### src/rtl/rpdc_pkg.sv
// constants, register map and state types of the reset and power-down control
package rpdc_pkg;

    // ------------------------------------------------------------
    // clock and interval constants
    // ------------------------------------------------------------
    localparam int CLK_HZ     = 40_000_000; // core_clk is the oscillator clock
    localparam int STAB_LOG2  = 19;         // stabilisation: 2**19 oscillator periods
    localparam int STAB_PER   = 1 << STAB_LOG2;
    localparam int WDT_LOG2   = 20;         // watchdog overflow period, power of two
    localparam int WDT_PER    = 1 << WDT_LOG2;
    localparam int CNT_W      = 21;         // width of both long counters

    // ------------------------------------------------------------
    // register map: index, byte address is four times the index
    // ------------------------------------------------------------
    localparam int         ADDR_W   = 10;
    localparam logic [7:0] IDX_STAT = 8'h00; // mode and reset cause
    localparam logic [7:0] IDX_BTC  = 8'hd3; // basic_timer_control
    localparam logic [7:0] IDX_CKC  = 8'hd4; // clock_divider_control

    // field positions and reset values
    localparam int         BTC_CLR   = 1;     // write one refreshes the watchdog
    localparam int         BTC_SEL   = 2;     // two bits, wake interval select
    localparam int         CKC_WAKE  = 7;     // external interrupt wake enable
    localparam int         CKC_DIV   = 3;     // two bits, cpu clock divider
    localparam logic [7:0] BTC_RST   = 8'h00;
    localparam logic       WAKE_RST  = 1'b1;
    localparam logic [1:0] DIV_16    = 2'b00; // 01 /8, 10 /2, 11 /1
    localparam logic [3:0] WDT_KEY   = 4'ha;  // upper nibble that stops the watchdog
    localparam logic [3:0] CAUSE_POR = 4'h1;  // cause bits: por, pin, wdt, low supply

    // opcodes and vector
    localparam logic [7:0]  OP_STOP = 8'h7f;
    localparam logic [7:0]  OP_IDLE = 8'h6f;
    localparam logic [15:0] RST_VEC = 16'h0100;

    // bus responses
    localparam logic [1:0] RESP_OK  = 2'b00;
    localparam logic [1:0] RESP_ERR = 2'b10;

    // ------------------------------------------------------------
    // types
    // ------------------------------------------------------------
    typedef enum logic [2:0] {
        ST_RESET = 3'b000,
        ST_STAB  = 3'b001,
        ST_RUN   = 3'b010,
        ST_STOP  = 3'b011,
        ST_IDLE  = 3'b100,
        ST_WAKE  = 3'b101
    } rpdc_mode_t;

    typedef struct packed {
        rpdc_mode_t        mode;
        logic [7:0]        btc;
        logic              ckcWake;
        logic [1:0]        ckcDiv;
        logic [CNT_W-1:0]  stabCnt;
        logic [CNT_W-1:0]  wdtCnt;
        logic [3:0]        divCnt;
        logic [3:0]        cause;
        logic              pin1;
        logic              pin2;
        logic              fetchKick;
        logic              wakeKick;
        logic              awHeld;
        logic              wHeld;
        logic [ADDR_W-1:0] awAddr;
        logic [7:0]        wData;
        logic              wStrb;
        logic              bvalid;
        logic [1:0]        bresp;
        logic              rvalid;
        logic [7:0]        rdata;
        logic [1:0]        rresp;
    } rpdc_state_t;

endpackage

### src/rtl/rpdc_top.sv
// reset merging, stabilisation wait and stop/idle sequencing
// What this block does
// - four reset sources: por, pin, watchdog, low supply
// - option bit picks supply or pin reset
// - reset pin synchronised before use
// - wait 2**19 oscillator periods before running
// - reset loads control registers with defaults
// - watchdog overflow raises internal reset
// - low supply holds static reset
// - nibble 1010 disables the watchdog reset
// - reset masks interrupts, watchdog on, ports input
// - vector at 0100h fetched after stabilisation
// - opcode 7fh enters stop, oscillator halted
// - reset out of stop restores defaults
// - only external irqs wake from stop
// - irq wake keeps control registers and divider
// - serve wake irq, resume after stop
// - opcode 6fh enters idle, cpu clock gated
// - ports keep direction during idle
// - reset releases idle like stop
// - any enabled irq releases idle
// - wake enable bit gates stop release
// - divider selects /1 /2 /8 /16
`timescale 1ns/100ps

module rpdc_top #(
    parameter int STAB_CYCLES = rpdc_pkg::STAB_PER,
    parameter int WDT_CYCLES  = rpdc_pkg::WDT_PER
) (
    input  wire logic        core_clk,
    input  wire logic        rst_n,
    input  wire logic        optInternalReset,
    input  wire logic        resetPinIn,
    input  wire logic        lowVoltage,
    input  wire logic        extIrqA,
    input  wire logic        extIrqB,
    input  wire logic        irqPending,
    input  wire logic        opValid,
    input  wire logic [7:0]  opCode,
    output logic             sysReset,
    output logic             irqDisable,
    output logic             portsInput,
    output logic             portDirHold,
    output logic             resetPinGpio,
    output logic             oscRun,
    output logic             periphClkEn,
    output logic             cpuClkEn,
    output logic             fetchEnable,
    output logic             vectorFetch,
    output logic [15:0]      vectorAddr,
    output logic             wakeService,
    input  wire logic [11:0] s_axi_awaddr,
    input  wire logic        s_axi_awvalid,
    output logic             s_axi_awready,
    input  wire logic [31:0] s_axi_wdata,
    input  wire logic [3:0]  s_axi_wstrb,
    input  wire logic        s_axi_wvalid,
    output logic             s_axi_wready,
    output logic [1:0]       s_axi_bresp,
    output logic             s_axi_bvalid,
    input  wire logic        s_axi_bready,
    input  wire logic [11:0] s_axi_araddr,
    input  wire logic        s_axi_arvalid,
    output logic             s_axi_arready,
    output logic [31:0]      s_axi_rdata,
    output logic [1:0]       s_axi_rresp,
    output logic             s_axi_rvalid,
    input  wire logic        s_axi_rready
);

    // ------------------------------------------------------------
    // state and decoded terms
    // ------------------------------------------------------------
    rpdc_pkg::rpdc_state_t q;          // registered state
    rpdc_pkg::rpdc_state_t n;          // next state
    logic                  pinReset;   // synchronised pin low, pin mode
    logic                  lowSupply;  // supply low, internal mode
    logic                  wdtOn;      // watchdog counting
    logic                  wdtOvf;     // watchdog overflow this cycle
    logic                  resetReq;   // pin, watchdog or low supply reset active
    logic                  doWrite;    // address and data both held
    logic [7:0]            wIdx;       // write register index
    logic [7:0]            rIdx;       // read register index
    logic [3:0]            divMask;    // terminal mask of the divider
    logic [3:0]            causeClr;   // cause bits cleared by software

    // wake interval for a select code, shortened by two bits per step
    function automatic logic [rpdc_pkg::CNT_W-1:0] stabLen(input logic [1:0] sel);
        stabLen = rpdc_pkg::CNT_W'((STAB_CYCLES >> {sel, 1'b0}) - 1);
    endfunction

    // ------------------------------------------------------------
    // reset sources
    // ------------------------------------------------------------
    // pin is a reset only when the option leaves the supply detector unused
    assign pinReset     = !optInternalReset && !q.pin2;
    assign lowSupply    = optInternalReset && lowVoltage;
    assign resetPinGpio = optInternalReset;
    // watchdog runs while cpu or timers run, unless keyed off
    assign wdtOn  = (q.btc[7:4] != rpdc_pkg::WDT_KEY) &&
                    (q.mode == rpdc_pkg::ST_RUN || q.mode == rpdc_pkg::ST_IDLE);
    assign wdtOvf = wdtOn && (q.wdtCnt == rpdc_pkg::CNT_W'(WDT_CYCLES - 1));
    assign resetReq = pinReset || lowSupply || wdtOvf;

    // bus decode
    assign doWrite  = q.awHeld && q.wHeld && !q.bvalid;
    assign wIdx     = q.awAddr[9:2];
    assign rIdx     = s_axi_araddr[9:2];
    assign causeClr = (doWrite && q.wStrb && wIdx == rpdc_pkg::IDX_STAT) ? q.wData[3:0] : 4'h0;

    // divider terminal mask per select code
    always_comb begin
        case (q.ckcDiv)
            2'b00:   divMask = 4'hf;
            2'b01:   divMask = 4'h7;
            2'b10:   divMask = 4'h1;
            default: divMask = 4'h0;
        endcase
    end

    // ------------------------------------------------------------
    // next state
    // ------------------------------------------------------------
    always_comb begin
        n           = q;
        n.fetchKick = 1'b0;
        n.wakeKick  = 1'b0;
        // two-stage pin synchroniser
        n.pin1      = resetPinIn;
        n.pin2      = q.pin1;
        // free running divider counter, frozen in stop
        if (q.mode != rpdc_pkg::ST_STOP) begin
            n.divCnt = q.divCnt + 4'h1;
        end
        // watchdog counter
        if (wdtOn) begin
            n.wdtCnt = q.wdtCnt + rpdc_pkg::CNT_W'(1);
        end else begin
            n.wdtCnt = '0;
        end
        // write address and data captured in either order
        if (s_axi_awvalid && s_axi_awready) begin
            n.awHeld = 1'b1;
            n.awAddr = s_axi_awaddr[rpdc_pkg::ADDR_W-1:0];
        end
        if (s_axi_wvalid && s_axi_wready) begin
            n.wHeld = 1'b1;
            n.wData = s_axi_wdata[7:0];
            n.wStrb = s_axi_wstrb[0];
        end
        if (q.bvalid && s_axi_bready) begin
            n.bvalid = 1'b0;
        end
        // write performed once both halves are held
        if (doWrite) begin
            n.awHeld = 1'b0;
            n.wHeld  = 1'b0;
            n.bvalid = 1'b1;
            n.bresp  = rpdc_pkg::RESP_OK;
            case (wIdx)
                rpdc_pkg::IDX_BTC: begin
                    if (q.wStrb) begin
                        n.btc = {q.wData[7:2], 2'b00};
                        if (q.wData[rpdc_pkg::BTC_CLR]) begin
                            n.wdtCnt = '0;
                        end
                    end
                end
                rpdc_pkg::IDX_CKC: begin
                    if (q.wStrb) begin
                        n.ckcWake = q.wData[rpdc_pkg::CKC_WAKE];
                        n.ckcDiv  = q.wData[rpdc_pkg::CKC_DIV +: 2];
                    end
                end
                rpdc_pkg::IDX_STAT: begin
                    // cause bits are write one to clear
                end
                default: begin
                    n.bresp = rpdc_pkg::RESP_ERR;
                end
            endcase
        end
        // read answered one cycle after the address is taken
        if (q.rvalid && s_axi_rready) begin
            n.rvalid = 1'b0;
        end
        if (s_axi_arvalid && s_axi_arready) begin
            n.rvalid = 1'b1;
            n.rresp  = rpdc_pkg::RESP_OK;
            case (rIdx)
                rpdc_pkg::IDX_STAT: n.rdata = {1'b0, q.mode, q.cause};
                rpdc_pkg::IDX_BTC:  n.rdata = q.btc;
                rpdc_pkg::IDX_CKC:  n.rdata = {q.ckcWake, 2'b00, q.ckcDiv, 3'b000};
                default: begin
                    n.rdata = 8'h00;
                    n.rresp = rpdc_pkg::RESP_ERR;
                end
            endcase
        end
        // reset cause: a new cause wins over a clear
        n.cause = (q.cause & ~causeClr) | {lowSupply, wdtOvf, pinReset, 1'b0};
        // power mode sequencing, reset first in every mode
        if (resetReq) begin
            n.mode = rpdc_pkg::ST_RESET;
        end else begin
            case (q.mode)
                rpdc_pkg::ST_RESET: begin
                    n.mode    = rpdc_pkg::ST_STAB;
                    n.stabCnt = rpdc_pkg::CNT_W'(STAB_CYCLES - 1);
                end
                rpdc_pkg::ST_STAB, rpdc_pkg::ST_WAKE: begin
                    if (q.stabCnt == '0) begin
                        n.mode      = rpdc_pkg::ST_RUN;
                        n.fetchKick = (q.mode == rpdc_pkg::ST_STAB);
                        n.wakeKick  = (q.mode == rpdc_pkg::ST_WAKE);
                    end else begin
                        n.stabCnt = q.stabCnt - rpdc_pkg::CNT_W'(1);
                    end
                end
                rpdc_pkg::ST_RUN: begin
                    if (opValid && opCode == rpdc_pkg::OP_STOP) begin
                        n.mode = rpdc_pkg::ST_STOP;
                    end else if (opValid && opCode == rpdc_pkg::OP_IDLE) begin
                        n.mode = rpdc_pkg::ST_IDLE;
                    end
                end
                rpdc_pkg::ST_STOP: begin
                    // clock-free external inputs only, divider untouched
                    if (q.ckcWake && (extIrqA || extIrqB)) begin
                        n.mode    = rpdc_pkg::ST_WAKE;
                        n.stabCnt = stabLen(q.btc[rpdc_pkg::BTC_SEL +: 2]);
                    end
                end
                rpdc_pkg::ST_IDLE: begin
                    if (irqPending) begin
                        n.mode     = rpdc_pkg::ST_RUN;
                        n.wakeKick = 1'b1;
                    end
                end
                default: begin
                    n.mode = rpdc_pkg::ST_RESET;
                end
            endcase
        end
        // control registers held at defaults throughout reset
        if (resetReq || q.mode == rpdc_pkg::ST_RESET) begin
            n.btc     = rpdc_pkg::BTC_RST;
            n.ckcWake = rpdc_pkg::WAKE_RST;
            n.ckcDiv  = rpdc_pkg::DIV_16;
            n.wdtCnt  = '0;
        end
        // power-on reset
        if (!rst_n) begin
            n         = '0;
            n.ckcWake = rpdc_pkg::WAKE_RST;
            n.cause   = rpdc_pkg::CAUSE_POR;
            // synchroniser starts at the idle pin level, no false pin reset
            n.pin1    = 1'b1;
            n.pin2    = 1'b1;
        end
    end

    // state register
    always_ff @(posedge core_clk) begin
        q <= n;
    end

    // ------------------------------------------------------------
    // outputs
    // ------------------------------------------------------------
    assign sysReset    = (q.mode == rpdc_pkg::ST_RESET);
    assign irqDisable  = sysReset || q.mode == rpdc_pkg::ST_STAB;
    assign portsInput  = irqDisable;
    assign portDirHold = (q.mode == rpdc_pkg::ST_IDLE);
    assign oscRun      = (q.mode != rpdc_pkg::ST_STOP);
    assign periphClkEn = oscRun;
    assign cpuClkEn    = (q.mode == rpdc_pkg::ST_RUN) &&
                         ((q.divCnt & divMask) == divMask);
    assign fetchEnable = (q.mode == rpdc_pkg::ST_RUN);
    assign vectorFetch = q.fetchKick;
    assign vectorAddr  = rpdc_pkg::RST_VEC;
    assign wakeService = q.wakeKick;
    // bus handshakes
    assign s_axi_awready = !q.awHeld && !q.bvalid;
    assign s_axi_wready  = !q.wHeld && !q.bvalid;
    assign s_axi_bvalid  = q.bvalid;
    assign s_axi_bresp   = q.bresp;
    assign s_axi_arready = !q.rvalid;
    assign s_axi_rvalid  = q.rvalid;
    assign s_axi_rresp   = q.rresp;
    assign s_axi_rdata   = {24'h000000, q.rdata};

    // ------------------------------------------------------------
    // assertions
    // ------------------------------------------------------------
    anyReset_a: assert property (@(posedge core_clk) disable iff (!rst_n)
        resetReq |=> sysReset ##1 (sysReset || q.mode == rpdc_pkg::ST_STAB))
        else $error("reset source did not reach reset");

    pinSync_a: assert property (@(posedge core_clk) disable iff (!rst_n)
        (!optInternalReset && !resetPinIn)[*3] |=> sysReset)
        else $error("held reset pin not seen after sync");

    supplyHold_a: assert property (@(posedge core_clk) disable iff (!rst_n)
        (optInternalReset && lowVoltage) |=> sysReset && !fetchEnable)
        else $error("low supply did not hold reset");

    wdtKey_a: assert property (@(posedge core_clk) disable iff (!rst_n)
        (q.btc[7:4] == rpdc_pkg::WDT_KEY) |-> !wdtOvf)
        else $error("watchdog fired while keyed off");

    defaults_a: assert property (@(posedge core_clk) disable iff (!rst_n)
        sysReset |=> (q.ckcDiv == rpdc_pkg::DIV_16 && q.ckcWake && q.btc == 8'h00))
        else $error("control registers not at defaults");

    vecFetch_a: assert property (@(posedge core_clk) disable iff (!rst_n)
        $rose(fetchEnable) |-> (vectorFetch == ($past(q.mode) == rpdc_pkg::ST_STAB)))
        else $error("vector fetch mismatched to stabilisation end");

    stopEnter_a: assert property (@(posedge core_clk) disable iff (!rst_n)
        (fetchEnable && opValid && opCode == rpdc_pkg::OP_STOP && !resetReq)
        |=> !oscRun && !cpuClkEn)
        else $error("stop opcode did not halt oscillator");

    stopWake_a: assert property (@(posedge core_clk) disable iff (!rst_n)
        (!oscRun && !resetReq && !(q.ckcWake && (extIrqA || extIrqB))) |=> !oscRun)
        else $error("stop left without external wake");

    wakeDiv_a: assert property (@(posedge core_clk) disable iff (!rst_n)
        (!oscRun ##1 q.mode == rpdc_pkg::ST_WAKE) |-> $stable(q.ckcDiv) && $stable(q.btc))
        else $error("irq wake changed control registers");

    idleEnter_a: assert property (@(posedge core_clk) disable iff (!rst_n)
        (fetchEnable && opValid && opCode == rpdc_pkg::OP_IDLE && !resetReq)
        |=> portDirHold && !cpuClkEn && oscRun)
        else $error("idle opcode did not gate cpu clock");

    idleWake_a: assert property (@(posedge core_clk) disable iff (!rst_n)
        (portDirHold && irqPending && !resetReq) |=> wakeService && fetchEnable)
        else $error("enabled irq did not release idle");

    resetMask_a: assert property (@(posedge core_clk) disable iff (!rst_n)
        $fell(sysReset) |-> irqDisable && portsInput && !fetchEnable)
        else $error("reset release lost masking");

endmodule // rpdc_top

### config.mk
export PLATFORM = sky130hd
export DESIGN_NAME = rpdc_top
export DESIGN_NICKNAME = d
export VERILOG_FILES = /design/src/rtl/rpdc_pkg.sv /design/src/rtl/rpdc_top.sv
export SDC_FILE = /design/constraint.sdc
export NUM_CORES = 1
export LEC_CHECK = 0
export BUFFER_PORTS_ARGS = -buffer_cell sky130_fd_sc_hd__buf_2
export CORE_MARGIN = 8
export CORE_UTILIZATION = 52
export DETAILED_ROUTE_END_ITERATION = 7
export GPL_TIMING_DRIVEN = 0
export PLACE_DENSITY = 0.78
export SYNTH_ARGS = -nofsm -noshare
export SYNTH_HDL_FRONTEND = slang
export SYNTH_SLANG_ARGS = --single-unit
### constraint.sdc
create_clock -name core_clk -period 2.55 [get_ports core_clk]
set_input_delay 0.1275 -clock core_clk [delete_from_list [all_inputs] [get_ports core_clk]]
set_output_delay 0.1275 -clock core_clk [all_outputs]
set_load 0.01 [all_outputs]
# Yosys cells after proc, flatten, opt, wreduce, memory -nomap -nowiden
# Cells that the tools add are included.
# classes
eq_ne	22
addsub	4
reduce_logical	50
bitwise_logic	8
muxes	26
shift	1
# op_table
cell	n
2-to-1 mux 21 bit	7
case mux 21 bit (3 select lines)	1
equality test 8 bit, second input constant	4
case mux 8 bit (3 select lines)	1
adder 21 x 1 -> 21 bit, second input constant	1
equality test 21 x 20 -> 1 bit, second input constant	1
logical NOT 21 bit	1
>> shifter 20 x 3 -> 21 bit, first input constant	1
subtractor 21 x 1 -> 21 bit, second input constant	1
subtractor 21 x 2 -> 21 bit, second input constant	1
logical AND 1 bit	19
2-to-1 mux 3 bit	6
equality test 8 x 7 -> 1 bit, second input constant	2
logical NOT 8 bit	2
case mux 3 bit (5 select lines)	1
case mux 4 bit (3 select lines)	1
2-to-1 mux 11 bit	1
AND 4 bit	2
!= test 2 bit, second input constant	4
AND reduction 4 bit	2
OR reduction 2 bit	4
equality test 3 x 2 -> 1 bit, second input constant	2
equality test 3 bit, second input constant	2
logical NOT 1 bit	6
other kinds (23)	38
# totals
wordCells	133
output_inout_bits	68
input_bits	82
regBits	101

# Logic depth before layout (Yosys ltp)
# Gate-level depths: netlist (run 1).
# logic_depth
ltp_word	8
depth_mapped	8
mapped_depth_nobuf	7

# Worst setup path before layout (run 1)
# OpenSTA, ideal clock, no wires.
# synth_timing
path_type	register to register
start	register q[68] (netlist name)
end	register q[78] (netlist name)
setup_ps	91
arrival_time_ps	1730
synth_period_minus_slack_ps	1821
path_stages_with_launch	8
required_time_ps	2459
n_path_buf	0
slack_ps	729
path_cell_list	dfxtp_1 -> inv_1 -> ha_1 -> nor3b_1 -> nand2_1 -> o31ai_1 -> a21oi_1 -> a311oi_1
# synth_between
elab_chain_cells	3
elab_cells_between_ends	6
classes_between	add/sub: 1; eq/ne: 1; mux: 2; reduce/logical: 2
# synth_rtl
item	line	rtl
start, declared	rpdc_top.sv:74	rpdc_pkg::rpdc_state_t q;
start signal, assigned	rpdc_top.sv:265	q <= n;
subtractor 21 x 1 -> 21 bit or logical NOT 21 bit (tied branches)	rpdc_top.sv:217, rpdc_top.sv:212	
2-to-1 mux 21 bit or != test 2 bit (tied branches)	-	
case mux 21 bit (3 select lines) or AND reduction 4 bit (tied branches)	-	
# Several ways; a longest one is shown, not always the timed one. The select of a mux whose other input is x is not followed.
# A chain may end at the register's enable or synchronous reset.

# Final worst setup path (run 1)
# layout_timing
start	register q[101] (netlist name)
end	register q[72] (netlist name)
# layout_between
elab_chain_cells	7
elab_cells_between_ends	17
classes_between	eq/ne: 7; mux: 1; bitwise: 1; reduce/logical: 8
# layout_rtl
item	line	rtl
equality test 3 x 2 -> 1 bit or equality test 3 bit (tied branches)	rpdc_top.sv:101	(q.mode == rpdc_pkg::ST_RUN || q.mode == rpdc_pkg::ST_IDLE);
logical OR 1 bit	rpdc_top.sv:101	
logical AND 1 bit	rpdc_top.sv:100	assign wdtOn = (q.btc[7:4] != rpdc_pkg::WDT_KEY) &&
logical AND 1 bit	rpdc_top.sv:102	assign wdtOvf = wdtOn && (q.wdtCnt == rpdc_pkg::CNT_W'(WDT_CYCLES - 1));
logical OR 1 bit	rpdc_top.sv:103	assign resetReq = pinReset || lowSupply || wdtOvf;
inverter 1 bit (no line)	-	
AND reduction 4 bit (no line)	-	
# Several ways; a longest one is shown, not always the timed one.

==> results.rst, run 1 <==
.. list-table::
   :header-rows: 1

   * - Metric
     - Value
   * - Status
     - finished clean
   * - Initial core utilization
     - 0.5276
   * - Worst R2R Start
     - q[101]
   * - Final-report max-slew violation count
     - 0
   * - Filler Cell Count
     - 857
   * - Detailed-route via count
     - 4678
   * - Synthesis-to-finish area growth
     - 21.03%
   * - H-tree depth
     - 3
   * - Max-cap check violation count
     - 0
   * - Hold Crit Class
     - input pin to register
   * - Highest-count cells in the layout ignoring fill and taps
     - sky130_fd_sc_hd__dfxtp_1, sky130_fd_sc_hd__buf_2, sky130_fd_sc_hd__nor2_1
   * - CTS sink cnt
     - 97
   * - Post-DR wirelength/cell
     - between 15 and 20 um
   * - I/O pin cnt
     - 150
   * - Start point of the critical path
     - q[101]
   * - Antenna Violating Nets Remaining
     - 0
   * - Crit path time final
     - 2.226 ns
   * - Net total in the final layout
     - 840
   * - Final period utilization
     - 0.8731
   * - Inserted Diodes
     - 0
   * - Average footprint of a synthesized cell
     - between 8 and 9 um^2
   * - Total clock buffers created by CTS
     - 9
   * - Leakage dissipation
     - 2.520 nW
   * - Launch point of the worst hold path
     - s_axi_bready
   * - Post-route setup slack
     - 0.3236 ns
   * - Core area
     - 9639 um^2
   * - Vias in the first global route
     - 4540
   * - Measured slew at the worst slew-check pin
     - 0.6818 ns
   * - Number of antenna violations at the first check in global routing
     - 0
   * - WP data arrival
     - 2.51 ns
   * - Setup TNS after final layout
     - 0 ns
   * - Synth warnings
     - 0
   * - Total Die Area
     - 13200 um^2
   * - Post-Synthesis Cell Area
     - slightly above 5000 um^2
   * - GRT Residual Overflow
     - 0
   * - Clock Pin Slew Worst Setup and Hold Paths
     - 0.10 ns
   * - Maximum buffer depth of the clock tree
     - 2
   * - Post-synth top area share
     - 0.3818
   * - Die span in y
     - 114.9 um
   * - Share of flip-flops with an asynchronous set or reset
     - 0
   * - CTS tree
     - built
   * - Kind of critical path
     - register to register
   * - Number of core rows
     - 36
   * - Via density
     - 5.250
   * - Number of input and output port buffers inserted
     - between 70 and 80
   * - Worst setup EP type
     - register
   * - Final count of negative-setup-slack endpoints
     - 0
   * - Total Wirelength
     - 13.40 mm
   * - Worst rel slew slack
     - 0.5420
   * - Global-route wire length before repair
     - approximately 22 mm
   * - Proportion of synthesized chip area in sequential cells
     - 0.3818
   * - Setup Slack @ Placement
     - 0.09662 ns
   * - Floorplan die width
     - between 100 and 150 um
   * - Required time at the endpoint of the critical path
     - ~2.8 ns
   * - Combined area of the multi-input logic cells
     - around 2700 um^2
   * - Detailed placement HPWL
     - 9.821 mm
   * - Post-place instance area
     - 5758 um^2
   * - Flip-flop and latch count after synthesis
     - 97
   * - Cell accounting for the most synthesized area
     - sky130_fd_sc_hd__dfxtp_1
   * - Post CTS Setup Buffer Count
     - 0
   * - Pin count of the biggest net entering global routing
     - 19
   * - Total design power
     - approximately 0.0035 W
   * - Biggest area contributors in the synthesized netlist
     - sky130_fd_sc_hd__dfxtp_1, sky130_fd_sc_hd__buf_4, sky130_fd_sc_hd__nor2_1
   * - Proportion of layout cells with a drive suffix above 1
     - 0.2256
   * - Iter 0 DRT Violations
     - about 360
   * - DR DRC count
     - 0
   * - Maximum VDD drop
     - around 0.33 mV
   * - FF/Latch Area
     - 1942 um^2
   * - Most common library cell in the layout ignoring fill and taps
     - sky130_fd_sc_hd__dfxtp_1
   * - Post-Route Skew
     - 0.01460 ns
   * - Synthesized instance count
     - around 610
   * - Root cell of the clock tree
     - sky130_fd_sc_hd__clkbuf_8
   * - Insertion delay to the later sink of the worst-skew pair
     - around 0.38 ns
   * - Critical Path Start Type
     - register
   * - Max Fanout on Critical Path
     - 10
   * - Number of enable-type register cells in the synthesized netlist
     - 0
   * - Routability cong.
     - 0.8824
   * - Commonest register cell after synthesis
     - sky130_fd_sc_hd__dfxtp_1
   * - Setup repair after global routing missed its margin
     - no
   * - Highest Clock Rate
     - about 450 MHz
   * - Hold Vio Cnt, Final
     - 0
   * - Cell variety after synth
     - 67
   * - Final Instance Area
     - approximately 6000 um^2
   * - Gr usage total
     - 0.2036
   * - Power density cells
     - 571.6 nW/um^2
   * - Post-Route Utilization
     - 0.6386
   * - First-pass iteration count of the detailed router
     - 5
==> layout make-up <==
| cell class | count | share of cell area |
|---|---|---|
| multi-input cells | 461 | 0.4386 |
| clock buffers | 10 | 0.02236 |
| inverters | 14 | 0.008537 |
| well taps | 133 | 0.02703 |
| plain buffers | 80 | 0.08963 |
| flip-flops and latches | 97 | 0.3154 |
| clock inverters | 6 | 0.009756 |
| repair buffers | 90 | 0.08862 |
==> layer usage <==
metal | share of wire | track usage
met1 | 0.41 | 0.2325
met2 | 0.51 | 0.3554
met3 | 0.064 | 0.04727
met4 | 0.019 | 0.08844
met5 | 0 | 0
==> flip-flops by register name (all words and copies together), names as in the netlist <==
| register | count |
|---|---|
| s_axi_rdata | 8 |
| vectorFetch | 1 |
| wakeService | 1 |
| s_axi_bresp | 1 |
| q | 83 |
| s_axi_rresp | 1 |
| s_axi_rvalid | 1 |
| s_axi_bvalid | 1 |
==> cell usage after synthesis (all sizes together) (12+ instances only) <==
cell type,instances
nor4,13
buf,64
nand3,22
xor2,14
o21ai,23
a21oi,49
clkbuf,15
inv,13
dfxtp,97
nor3,16
nand2b,12
nor2,69
nand2,67
==> kinds of logic after synthesis <==
group                      after synthesis  share of synthesized area
AOI/OAI and AO/OA                      136                     0.1752
xor gates and xnor gates                24                    0.04133
adders and majority gates                5                    0.01230
buffers and inverters                   94                     0.1188
DFF                                     97                     0.3818
muxes                                    8                    0.01574
other                                    2                   0.001477
and+or+nand+nor                        246                     0.2534
==> metrics by stage <==
step           hold slack (ns)  instances
4_1_cts                0.01160        891
5_1_grt                0.01150        891
2_1_floorplan           0.2276        652
6_report               0.02355        891
3_5_place_dp            0.3117        856
3_3_place_gp            0.3128        856
==> critical path, stage by stage (launching register included) <==
cell                       delay, ns
sky130_fd_sc_hd__dfxtp_1        0.31
sky130_fd_sc_hd__buf_2          0.17
sky130_fd_sc_hd__nand2b_1       0.12
sky130_fd_sc_hd__clkbuf_1       0.45
sky130_fd_sc_hd__o221ai_1       0.35
sky130_fd_sc_hd__o211ai_2       0.23
sky130_fd_sc_hd__buf_4          0.24
sky130_fd_sc_hd__a21oi_1        0.06
sky130_fd_sc_hd__o21a_1         0.19
==> power by group <==
group          leakage, nW  internal [W]  total [W]  switching [W]
registers            0.794       0.00161    0.00173       0.000117
logic                 1.63      0.000335   0.000783       0.000447
clock network       0.0942      0.000403    0.00101       0.000605
==> path summary, 6_finish.rpt <==
path	slack (ns)	depth (start not counted)	to
setup / recovery	0.32	8	q[72]
hold / removal	0.02	3	s_axi_bvalid
setup reg to reg	0.32	8	q[72]
hold reg to reg	0.43	1	q[37]
==> what timing repair did <==
action                                  in CTS  in global routing
endpoints found under the setup margin       0                  2
gates resized for setup                      0                  2
hold buffers                                19                  0
hold endpoints to repair                    19                  0
(Power assumes the default switching activity.)
==> inputs of run 2 (changes only) <==
--- a/config.mk
+++ b/config.mk
@@ -10,6 +10,7 @@
 export CORE_UTILIZATION = 52
 export DETAILED_ROUTE_END_ITERATION = 7
 export GPL_TIMING_DRIVEN = 0
+export MAX_ROUTING_LAYER = met4
 export PLACE_DENSITY = 0.78
 export SYNTH_ARGS = -nofsm -noshare
 export SYNTH_HDL_FRONTEND = slang
==> run 2 against run 1 <==
  * Utilization is 0.18 points lower
  * Combinational power hardly changed
  * First-iteration DRC count is 2.8% lower
  * Routed wire length is 0.37% higher
  * Largest power group unchanged
  * Highest routed layer unchanged
  * Critical endpoint unchanged
  * Sequential power hardly changed
==> results.rst, run 2 (same netlist as run 1, synthesis figures left out) <==
.. list-table::
   :header-rows: 1

   * - Metric
     - Value
   * - Antenna Violating Nets Remaining
     - 0
   * - Synthesis-to-finish area growth
     - 20.69%
   * - Worst rel slew slack
     - 0.5142
   * - Measured slew at the worst slew-check pin
     - 0.7232 ns
   * - Routability cong.
     - 0.8858
   * - Hold depth
     - 3
   * - Clock Pin Slew Worst Setup and Hold Paths
     - 0.10 ns
   * - Number of antenna violations at the first check in global routing
     - 0
   * - Die span in y
     - 114.9 um
   * - Final period utilization
     - 0.8908
   * - Root cell of the clock tree
     - sky130_fd_sc_hd__clkbuf_8
   * - Post-route setup slack
     - 0.2785 ns
   * - Leakage dissipation
     - ~2.5 nW
   * - Initial core utilization
     - 0.5276
   * - Setup Slack @ Placement
     - 0.1057 ns
   * - Floorplan die width
     - 114.9 um
   * - Most common library cell in the layout ignoring fill and taps
     - sky130_fd_sc_hd__dfxtp_1
   * - Number of input and output port buffers inserted
     - 71
   * - Power density cells
     - 556.6 nW/um^2
   * - Final count of negative-setup-slack endpoints
     - 0
   * - First-pass iteration count of the detailed router
     - 5
   * - Proportion of layout cells with a drive suffix above 1
     - 0.2232
   * - Max Fanout on Critical Path
     - 10
   * - Register with the most flip-flops
     - q
   * - Max-cap check violation count
     - 0
   * - Hold Vio Cnt, Final
     - 0
   * - Largest register FFs
     - 83
   * - Final hold slack
     - 0.03175 ns
   * - H-tree depth
     - 3
   * - Setup TNS after final layout
     - 0 ns
   * - Hold Crit Class
     - input pin to register
   * - Kind of critical path
     - register to register
   * - Insertion delay to the later sink of the worst-skew pair
     - 0.38 ns
   * - Critical Path Start Type
     - register
   * - Post-DR wirelength/cell
     - 15.10 um
   * - Highest Clock Rate
     - roughly 440 MHz
   * - Core area
     - 9639 um^2
   * - Final-report max-slew violation count
     - 0
   * - Pin count of the biggest net entering global routing
     - 16
   * - Total Die Area
     - 13200 um^2
   * - Gr usage total
     - 0.2082
   * - Post-Route Skew
     - around 0.017 ns
   * - Register-to-Register Path Depth
     - 8
   * - Global-route wire length before repair
     - 21.50 mm
   * - Detailed-route via count
     - 4693
   * - WP data arrival
     - 2.54 ns
   * - Total clock buffers created by CTS
     - 9
   * - Crit path time final
     - 2.271 ns
   * - GRT Residual Overflow
     - 0
   * - I/O pin cnt
     - 150
   * - Iter 0 DRT Violations
     - 349
   * - Total Wirelength
     - 13.45 mm
   * - Post CTS Setup Buffer Count
     - 0
   * - Net total in the final layout
     - 841
   * - Number of core rows
     - 36
   * - Required time at the endpoint of the critical path
     - 2.82 ns
   * - Highest-count cells in the layout ignoring fill and taps
     - sky130_fd_sc_hd__dfxtp_1, sky130_fd_sc_hd__buf_2, sky130_fd_sc_hd__nor2_1
   * - Vias in the first global route
     - 4537
   * - Setup repair after global routing missed its margin
     - no
   * - DR DRC count
     - 0
   * - CTS tree
     - built
   * - Detailed placement HPWL
     - 9.899 mm
   * - Status
     - finished clean
   * - Maximum buffer depth of the clock tree
     - 2
   * - Maximum VDD drop
     - roughly 0.41 mV
   * - Via density
     - 5.267
   * - Worst setup EP type
     - register
   * - CTS sink cnt
     - 97
==> run 2: cell types whose count changed in the layout (fill, tap and decap cells not counted), sizes merged <==
cell         delta
inv             -2
clkinv          +1
clkinvlp        -1
diode           +1
dlygate4sd3     +1
==> run 2: routing by layer <==
metal  global-route usage  routed length [um]
met1               0.2246                5498
met2               0.3597                6925
met3              0.06303                 912
met4              0.06392                 113
met5                    -                   0
==> run 2: final timing paths <==
check	startpoint	to	slack [ns]
worst min-delay path	s_axi_arvalid	s_axi_rvalid	0.03
worst max-delay path	q[101]	q[72]	0.28
worst max register to register	q[101]	q[72]	0.28
worst min register to register	q[38]	q[37]	0.44
==> run 2: through the flow <==
step	cell area, um^2	util	cells	total power, W
2_1_floorplan	5236	-	652	0.002285
3_3_place_gp	5758	0.5974	856	0.002473
3_5_place_dp	5758	0.5974	856	0.002496
4_1_cts	6126	0.6355	890	0.003424
5_1_grt	6136	0.6366	890	0.003595
6_report	6138	0.6368	891	0.003417
==> run 2: area by class of cell <==
type	count	area [um^2]
sequential	97	1942
timing repair buffer	91	555.5
inverter	14	52.55
tap	133	166.4
clock buffer	10	137.6
clock inverter	4	30.03
buffer	80	551.8
multi-input combinational	461	2700
fill	854	3501
antenna	1	2.502
==> run 2: power by group <==
group          internal (W)  switching [W]  leakage [nW]
clock              0.000374       0.000535        0.0846
combinational      0.000336       0.000446          1.64
sequential          0.00161       0.000116         0.794
total               0.00232        0.00110          2.51
==> run 2: critical path, stage by stage, from the launching register on <==
cell                       delay, ns
sky130_fd_sc_hd__dfxtp_1        0.31
sky130_fd_sc_hd__buf_2          0.18
sky130_fd_sc_hd__nand2b_1       0.12
sky130_fd_sc_hd__clkbuf_1       0.44
sky130_fd_sc_hd__o221ai_1       0.36
sky130_fd_sc_hd__o211ai_2       0.23
sky130_fd_sc_hd__buf_4          0.25
sky130_fd_sc_hd__a21oi_1        0.06
sky130_fd_sc_hd__o21a_1         0.20
==> run 2: repair_timing <==
action                     4_1_cts  5_1_grt
hold endpoints to repair        20        0
gates resized for setup          0        2
setup endpoints to repair        0        7
hold buffers                    20        0
